[config.mk]
export PLATFORM = sky130hd
export DESIGN_NAME = sksq_sequencer
export DESIGN_NICKNAME = d
export VERILOG_FILES = /design/src/common/sksq_pkg.sv /design/src/rtl/sksq_sequencer.sv
export SDC_FILE = /design/constraint.sdc
export NUM_CORES = 1
export LEC_CHECK = 0
export ABC_CLOCK_PERIOD_IN_PS = 4100
export BUFFER_PORTS_ARGS = -buffer_cell sky130_fd_sc_hd__buf_2
export CORE_ASPECT_RATIO = 0.6
export CORE_MARGIN = 3
export CORE_UTILIZATION = 35
export CTS_CLUSTER_DIAMETER = 150
export DETAILED_ROUTE_END_ITERATION = 12
export GPL_TIMING_DRIVEN = 0
export PLACE_DENSITY = 0.64
export REMOVE_ABC_BUFFERS = 1
export SLEW_MARGIN = 20
export SYNTH_ARGS = -nofsm -noshare
export SYNTH_HDL_FRONTEND = slang
export SYNTH_SLANG_ARGS = --single-unit
[constraint.sdc]
create_clock -name ref_clk -period 4.1 [get_ports ref_clk]
set_input_delay 0.82 -clock ref_clk [delete_from_list [all_inputs] [get_ports ref_clk]]
set_output_delay 0.82 -clock ref_clk [all_outputs]
set_load 0.005 [all_outputs]
[src/common/sksq_pkg.sv]
// Package for the stop key run sequencer: map, fields, timing, structs
package sksq_pkg;
    localparam int CLK_HZ = 20000000;
    localparam int OVERLAP_MS = 60;
    localparam int OVERLAP_CYC = (CLK_HZ / 1000) * OVERLAP_MS;
    localparam int PERMIT_MS = 4;
    localparam int PERMIT_CYC = (CLK_HZ / 1000) * PERMIT_MS;
    localparam int CNT_W = 21;

    localparam logic [3:0] ADDR_CTRL = 4'h0;
    localparam logic [3:0] ADDR_STATUS = 4'h4;
    localparam logic [3:0] ADDR_IRQ_STAT = 4'h8;
    localparam logic [3:0] ADDR_IRQ_MASK = 4'hc;

    localparam int CTRL_STOP_ALWAYS = 0;
    localparam int CTRL_DIR_ALLOW = 1;
    localparam int CTRL_RUN_PERMIT = 2;
    localparam int CTRL_LATCH_SEL = 3;
    localparam int CTRL_SPIN_CATCH = 4;
    localparam int CTRL_KEYPAD_MODE = 5;
    localparam int CTRL_CLOSED_LOOP = 6;

    localparam int ST_RUN = 0;
    localparam int ST_INHIBIT = 1;
    localparam int ST_TRIP = 2;
    localparam int ST_UV = 3;
    localparam int ST_REVERSE = 4;
    localparam int ST_ENABLED = 5;

    localparam int EV_STOP_KEY = 0;
    localparam int EV_TRIP_RESET = 1;
    localparam int EV_RELEASE = 2;
    localparam int EV_UV = 3;
    localparam int EV_W = 4;

    localparam logic [6:0] CTRL_RESET = 7'h44;
    localparam logic [31:0] UNMAPPED_DATA = 32'h00000000;

    typedef enum logic [2:0] {
        SEQ_IDLE = 3'b001,
        SEQ_RUN = 3'b010,
        SEQ_INHIBIT = 3'b100
    } sksq_seq_t;

    typedef struct packed {
        logic runFwd;
        logic runRev;
        logic runSeq;
        logic notStop;
        logic stopKey;
        logic runKey;
        logic dirKey;
        logic tripIn;
        logic underVolt;
        logic hwRunPermit;
    } sksq_cmd_t;

    typedef struct packed {
        logic [3:0] address;
        logic read;
        logic write;
        logic [31:0] writedata;
    } sksq_bus_req_t;

    typedef struct packed {
        logic [31:0] readdata;
        logic waitrequest;
    } sksq_bus_rsp_t;
endpackage

[src/rtl/sksq_sequencer.sv]
// Stop key run sequencer with run inhibit latch and register slave
//
// The placing of the registers and the Avalon-MM register port were decided locally.
`timescale 1ns/1ps
module sksq_sequencer (
    input wire logic ref_clk,
    input wire logic rstn,
    input wire sksq_pkg::sksq_cmd_t cmdIn,
    input wire logic [15:0] motorSpeed,
    input wire logic [15:0] requestRef,
    input wire sksq_pkg::sksq_bus_req_t busReq,
    output sksq_pkg::sksq_bus_rsp_t busRsp,
    output logic driveRun,
    output logic driveReverse,
    output logic tripClear,
    output logic [15:0] postRampRef,
    output logic irq
);
    import sksq_pkg::*;

    typedef struct packed {
        sksq_cmd_t sync1;
        sksq_cmd_t sync2;
        sksq_cmd_t prev;
        logic [6:0] ctrl;
        logic permitSampled;
        logic [CNT_W-1:0] permitCnt;
        logic [CNT_W-1:0] overlapCnt;
        sksq_seq_t seq;
        logic fwdLatch;
        logic revLatch;
        logic reverse;
        logic tripped;
        logic [EV_W-1:0] irqStat;
        logic [EV_W-1:0] irqMask;
        sksq_bus_rsp_t rsp;
        logic ack;
        logic tripClear;
        logic [15:0] postRampRef;
        logic irq;
        logic driveRun;
    } sksq_state_t;

    sksq_state_t st;
    sksq_state_t next_st;

    always_comb begin
        sksq_cmd_t c;
        logic stopPress;
        logic runPress;
        logic dirPress;
        logic stopActive;
        logic keypad;
        logic enabled;
        logic overlapDone;
        logic releaseOk;
        logic runReq;
        logic resetNoStop;
        logic [EV_W-1:0] events;
        logic [31:0] rdata;
        c = st.sync2;
        next_st = st;
        next_st.sync1 = cmdIn;
        next_st.sync2 = st.sync1;
        next_st.prev = c;
        keypad = st.ctrl[CTRL_KEYPAD_MODE];
        stopPress = c.stopKey & ~st.prev.stopKey;
        runPress = c.runKey & ~st.prev.runKey;
        dirPress = c.dirKey & ~st.prev.dirKey;
        events = '0;

        // Permit bit read on a 4 ms tick
        if (st.permitCnt == CNT_W'(PERMIT_CYC - 1)) begin
            next_st.permitCnt = '0;
            next_st.permitSampled = st.ctrl[CTRL_RUN_PERMIT];
        end else begin
            next_st.permitCnt = st.permitCnt + CNT_W'(1);
        end
        enabled = st.permitSampled & c.hwRunPermit;

        // Latched mode holds run direction until not-stop drops
        if (st.ctrl[CTRL_LATCH_SEL]) begin
            next_st.fwdLatch = c.notStop & (st.fwdLatch | c.runFwd);
            next_st.revLatch = c.notStop & (st.revLatch | c.runRev);
        end else begin
            next_st.fwdLatch = c.runFwd;
            next_st.revLatch = c.runRev;
        end

        if (c.runFwd & c.runRev) begin
            if (st.overlapCnt != CNT_W'(OVERLAP_CYC)) begin
                next_st.overlapCnt = st.overlapCnt + CNT_W'(1);
            end
        end else begin
            next_st.overlapCnt = '0;
        end
        overlapDone = st.overlapCnt == CNT_W'(OVERLAP_CYC);

        if (st.ctrl[CTRL_LATCH_SEL]) begin
            releaseOk = ~(st.fwdLatch | st.revLatch | c.runSeq)
                | ~c.notStop | ~enabled | overlapDone | c.underVolt;
        end else begin
            releaseOk = ~(c.runFwd | c.runRev | c.runSeq)
                | ~enabled | overlapDone | c.underVolt;
        end

        stopActive = st.ctrl[CTRL_STOP_ALWAYS] | keypad;
        resetNoStop = keypad & c.runKey & stopPress;

        // Undervoltage trip resets only by itself
        // Trip held when undervoltage appears drops while the supply is low, unless tripIn is still high
        next_st.tripped = c.tripIn
            | (st.tripped & ~c.underVolt & ~st.prev.underVolt);
        next_st.tripClear = 1'b0;
        if (st.tripped & stopPress & ~c.underVolt) begin
            next_st.tripped = c.tripIn;
            next_st.tripClear = 1'b1;
            events[EV_TRIP_RESET] = 1'b1;
        end
        if (c.underVolt & ~st.prev.underVolt) begin
            events[EV_UV] = 1'b1;
        end

        if (keypad & st.ctrl[CTRL_DIR_ALLOW] & dirPress) begin
            next_st.reverse = ~st.reverse;
        end else if (~keypad) begin
            next_st.reverse = st.fwdLatch ? 1'b0 : st.revLatch;
        end

        if (keypad) begin
            runReq = (st.seq == SEQ_RUN) | runPress;
        end else begin
            runReq = (st.fwdLatch | st.revLatch | c.runSeq)
                & c.notStop;
        end
        runReq = runReq & enabled & ~st.tripped;

        unique case (st.seq)
            SEQ_IDLE: begin
                // Stop press alone never starts a run
                if (runReq & ~stopPress) begin
                    next_st.seq = SEQ_RUN;
                end else if (stopPress & (stopActive | st.tripped)) begin
                    next_st.seq = SEQ_INHIBIT;
                end
            end
            SEQ_RUN: begin
                if (stopPress & stopActive & ~resetNoStop) begin
                    next_st.seq = SEQ_INHIBIT;
                end else if (~runReq) begin
                    next_st.seq = SEQ_IDLE;
                end
            end
            SEQ_INHIBIT: begin
                if (releaseOk) begin
                    next_st.seq = SEQ_IDLE;
                    events[EV_RELEASE] = 1'b1;
                end
            end
        endcase
        next_st.driveRun = next_st.seq == SEQ_RUN;
        if (stopPress & (stopActive | st.tripped)) begin
            events[EV_STOP_KEY] = 1'b1;
        end

        // Start reference: zero or catch measured speed
        if (~driveRun_c(st.seq) & (next_st.seq == SEQ_RUN)
                & st.ctrl[CTRL_CLOSED_LOOP]) begin
            next_st.postRampRef = st.ctrl[CTRL_SPIN_CATCH]
                ? motorSpeed : 16'h0000;
        end else if (st.seq == SEQ_RUN) begin
            if (st.postRampRef < requestRef) begin
                next_st.postRampRef = st.postRampRef + 16'h0001;
            end else if (st.postRampRef > requestRef) begin
                next_st.postRampRef = st.postRampRef - 16'h0001;
            end
        end else begin
            next_st.postRampRef = 16'h0000;
        end

        // Avalon slave: one wait cycle, then answer
        rdata = UNMAPPED_DATA;
        unique case (busReq.address)
            ADDR_CTRL: rdata = {25'h0000000, st.ctrl};
            ADDR_STATUS: rdata = {26'h0000000, enabled, st.reverse,
                c.underVolt, st.tripped, st.seq == SEQ_INHIBIT,
                st.seq == SEQ_RUN};
            ADDR_IRQ_STAT: rdata = {28'h0000000, st.irqStat};
            ADDR_IRQ_MASK: rdata = {28'h0000000, st.irqMask};
            default: rdata = UNMAPPED_DATA;
        endcase
        next_st.ack = 1'b0;
        next_st.rsp.waitrequest = 1'b1;
        next_st.irqStat = st.irqStat | events;
        if ((busReq.read | busReq.write) & ~st.ack) begin
            next_st.ack = 1'b1;
            next_st.rsp.waitrequest = 1'b0;
            next_st.rsp.readdata = busReq.read ? rdata : 32'h00000000;
            if (busReq.write) begin
                unique case (busReq.address)
                    ADDR_CTRL: next_st.ctrl = busReq.writedata[6:0];
                    ADDR_IRQ_STAT: next_st.irqStat = (st.irqStat
                        & ~busReq.writedata[EV_W-1:0]) | events;
                    ADDR_IRQ_MASK:
                        next_st.irqMask = busReq.writedata[EV_W-1:0];
                    default: next_st.ack = 1'b1;
                endcase
            end
        end
        next_st.irq = |(next_st.irqStat & next_st.irqMask);
    end

    function automatic logic driveRun_c(input sksq_seq_t s);
        driveRun_c = s == SEQ_RUN;
    endfunction

    always_ff @(posedge ref_clk or negedge rstn) begin
        if (!rstn) begin
            st <= '0;
            st.ctrl <= CTRL_RESET;
            st.permitSampled <= 1'b1;
            st.seq <= SEQ_IDLE;
            st.rsp.waitrequest <= 1'b1;
        end else begin
            st <= next_st;
        end
    end

    assign busRsp = st.rsp;
    assign driveRun = st.driveRun;
    assign driveReverse = st.reverse;
    assign tripClear = st.tripClear;
    assign postRampRef = st.postRampRef;
    assign irq = st.irq;
endmodule

==> results.json <==
{
  "cp-startpoint": "requestRef[9]",
  "syn_area_um2": 6400,
  "routed_wl_mm": 14.9,
  "nets": 818,
  "ir_drop_uv": 282,
  "p_sw_mw": 0.753,
  "internal-power_mw": 2.39,
  "cts_buffers": 17,
  "synth_cells": 625,
  "clk_path_buf_depth": 2,
  "worstSetupEndpoint": "postRampRef[14]$_DFFE_PN0P_",
  "clkPwrFrac_pct": 50.6,
  "synth_area_per_cell_um2": 10.2,
  "cts-root-buf": "clkbuf_16",
  "hold_viol": 0,
  "dr.first_iter.drc_count": 367,
  "synthTopCellsByArea": "dfrtp_1 (44%), ha_1 (7.0%), buf_4 (5.7%)",
  "post-place-cells": 909,
  "grt_max_degree": 66,
  "gp_congestion": 0.834,
  "holdPathStages": 0,
  "reg2reg_to": "postRampRef[14]$_DFFE_PN0P_",
  "dr_wl_met2_mm": 5.62,
  "pwr-share-comb_pct": 8.1,
  "worst_ep_required_time_ns": 4.44,
  "synth_top_area_share_pct": 43.8,
  "antenna_found_initial": 1,
  "hpwl_mm": 11.0,
  "synth-edff-count": 0,
  "start_util_pct": 36.6,
  "fin_worst_skew_ns": 0.0105,
  "coreArea_um2": 17500,
  "grt_pass1_vias": 4412,
  "grt-ovfl-total": 0,
  "grt_pass1_wl_mm": 23.7,
  "syn2layout_area_growth_pct": 18.4,
  "drive_gt1_share_pct": 22.6,
  "p_leak_nw": 3.75,
  "swShare_pct": 24.0,
  "grt_usage_pct": 14.8,
  "rows": 37,
  "maxClockFrequency_ghz": 0.252,
  "synthFlopType": "dfrtp_1",
  "clk_pin_slew_ns": 0.06,
  "layout.cells.non_filler": 946,
  "cts_tree": "yes",
  "m1WireLength_mm": 8.24,
  "die-area_um2": 20000,
  "arrival_ns": 4.30,
  "slew_headroom_pct": 30.8,
  "synth_cell_types": 59,
  "cap_violations": 0,
  "path_max_fanout": 5,
  "worst_pin_slew_ns": 1.03,
  "yosysWarnings": 0,
  "crit_path_start_kind": "input port",
  "synth_seq_area_share_pct": 45.9,
  "ff2ff_setup_slack_ns": 0.19,
  "hp-class": "register to register",
  "wl_met3_um": 925,
  "fill_cells": 1732,
  "setup_tns_ns": 0,
  "worst_skew_pair.late_latency_ns": 0.41,
  "finalCriticalPeriod_ns": 3.96,
  "ys_seq_elements": 117,
  "p_seq_share_pct": 41.3,
  "outcome": "complete, no violations",
  "holdWs_ns": 0.346,
  "p_per_area_nw_per_um2": 414,
  "reg2regPathDepth": 15,
  "drc_errors": 0,
  "finalMaxSlewViolations": 0,
  "period_share_pct": 96.6,
  "drt_pre_antenna_iters": 5,
  "async_reset_ff_share_pct": 100,
  "routed.top_layer": "met5",
  "detail-route-antenna-nets": 0,
  "io_buffer_count": 84,
  "htreeDepth": 4,
  "dpl_cell_area_um2": 6830,
  "setup_ws_ns": 0.139,
  "die_w_um": 181,
  "die_h_um": 111,
  "stdcell_area_um2": 7580,
  "clock-sinks": 117,
  "synth_top_area_cell": "dfrtp_1",
  "io_pins": 135,
  "via_count": 4705,
  "wl_per_cell_um": 15.7,
  "end_kind": "register",
  "dp_slack_ns": -1.33,
  "setup_violations": 0,
  "antennaDiodeCount": 0,
  "r2r-start": "postRampRef[9]$_DFFE_PN0P_",
  "critPathKind": "input port to register",
  "routed_via_density": 4.97
}
worst max-delay path: stages:
cell	delay, ns
buf_2	0.07
inv_1	0.03
ha_1	0.30
a21o_1	0.18
a21o_1	0.16
a21oi_1	0.23
or2_4	0.24
nand3_2	0.16
ha_1	0.37
a21oi_1	0.15
o21ai_0	0.29
a211o_1	0.37
a31o_2	0.26
a31oi_1	0.21
xnor2_1	0.16
a22oi_1	0.09
a21oi_1	0.18
layout by cell type, fill, tap and decap left out, types with 11 or more instances in the layout:
| master | instances |
|---|---|
| inv_1 | 28 |
| a21o_1 | 13 |
| xnor2_1 | 28 |
| a21oi_1 | 35 |
| nand2_1 | 41 |
| a22oi_1 | 14 |
| clkbuf_16 | 17 |
| nand4_1 | 11 |
| mux2_2 | 14 |
| o21ai_0 | 16 |
| xor2_1 | 25 |
| nor2_1 | 63 |
| conb_1 | 25 |
| buf_2 | 83 |
| dfrtp_1 | 112 |
| ha_1 | 35 |
| nand3_1 | 23 |
synth_stat cells, drive strengths merged (2+ instances only):
library cell,number
nand3,25
ha,36
nand2,42
dfrtp,112
and2,5
a32o,4
clkbuf,8
mux2,14
nand3b,4
a31oi,4
nor4,6
a21oi,36
nor3,8
nor3b,3
nand2b,4
and3,7
mux4,3
nand4,11
dfstp,5
a211oi,2
o211ai,2
a211o,4
o21ai,17
or2,3
inv,28
a22oi,14
nor2,63
o21a,2
nor2b,8
o221ai,2
a2111oi,2
o31ai,4
buf,51
a22o,3
a21o,13
xnor2,28
or3,2
xor2,25
mux2i,2
layer usage:
| metal | GRT usage (%) | vias up |
|---|---|---|
| li1 | - | 2282 |
| met1 | 24.8 | 2278 |
| met2 | 18.3 | 134 |
| met3 | 3.08 | 9 |
| met4 | 4.45 | 2 |
| met5 | 0 | - |
worst min path at each step:
stage,slack [ns],start,to
4_1_cts,0.35,next_st[128]$_DFF_PN0_,next_st[118]$_DFF_PN0_
3_5_place_dp,0.33,next_st[128]$_DFF_PN0_,next_st[118]$_DFF_PN0_
5_1_grt,0.35,next_st[134]$_DFF_PN0_,next_st[124]$_DFF_PN0_
3_3_place_gp,0.33,next_st[130]$_DFF_PN0_,next_st[120]$_DFF_PN0_
2_1_floorplan,0.33,next_st[128]$_DFF_PN0_,next_st[118]$_DFF_PN0_
6_report,0.35,next_st[128]$_DFF_PN0_,next_st[118]$_DFF_PN0_
power by group through the flow:
stage | logic [mW] | registers (mW) | clock network (mW)
final | 0.255 | 1.30 | 1.59
after global routing | 0.283 | 1.31 | 1.69
after CTS | 0.255 | 1.30 | 1.62
after detailed placement | 0.254 | 1.31 | 0
after global placement | 0.246 | 1.31 | 0
after floorplan | 0.144 | 1.29 | 0
cell families (layout without fill, tap and decap cells):
kind of cell             count (synthesis)  in the layout  share of synthesized area (%)
AND/OR/NAND/NOR                        195            197                           15.3
flip-flops                             117            117                           45.9
AO/OA/AOI/OAI                          116            116                           12.3
buffers and inverters                   87            148                           8.11
XOR/XNOR                                53             53                           7.25
adder cells (fa/ha/maj)                 37             37                           7.35
multiplexers                            19             19                           3.83
other                                    1             25                         0.0586
stage by stage:
step | power (mW) | utilization (%)
floorplan | 1.44 | -
global placement | 1.56 | 38.8
detailed placement | 1.57 | 39.0
CTS | 3.18 | 42.9
global route | 3.28 | 43.3
finish | 3.14 | 43.3
registers in the layout, indices dropped and copies added, names as in the netlist:
name and cells:
next_st 20, driveReverse 1, tripClear 1, irq 1
driveRun 1, postRampRef 16, st 69, busRsp 8
layout make-up:
| type | count | area [um^2] | share of cell area (%) |
|---|---|---|---|
| flip-flops and latches | 117 | 2930 | 38.7 |
| clock inverters | 14 | 200 | 2.64 |
| inverters | 28 | 105 | 1.39 |
| repair buffers | 88 | 477 | 6.29 |
| clock buffers | 18 | 439 | 5.80 |
| multi-input cells | 447 | 3130 | 41.3 |
| well taps | 234 | 293 | 3.86 |
timing repair:
item / 4_1_cts / 5_1_grt
cloned: 1 / 1
endpoints found under the setup margin: 10 / 2
hold buffers: 0 / 0
pin swaps: 2 / 2
gates resized for setup: 5 / 6
buffers inserted: 1 / 2
Note: power is estimated with default switching activity, not from simulation.
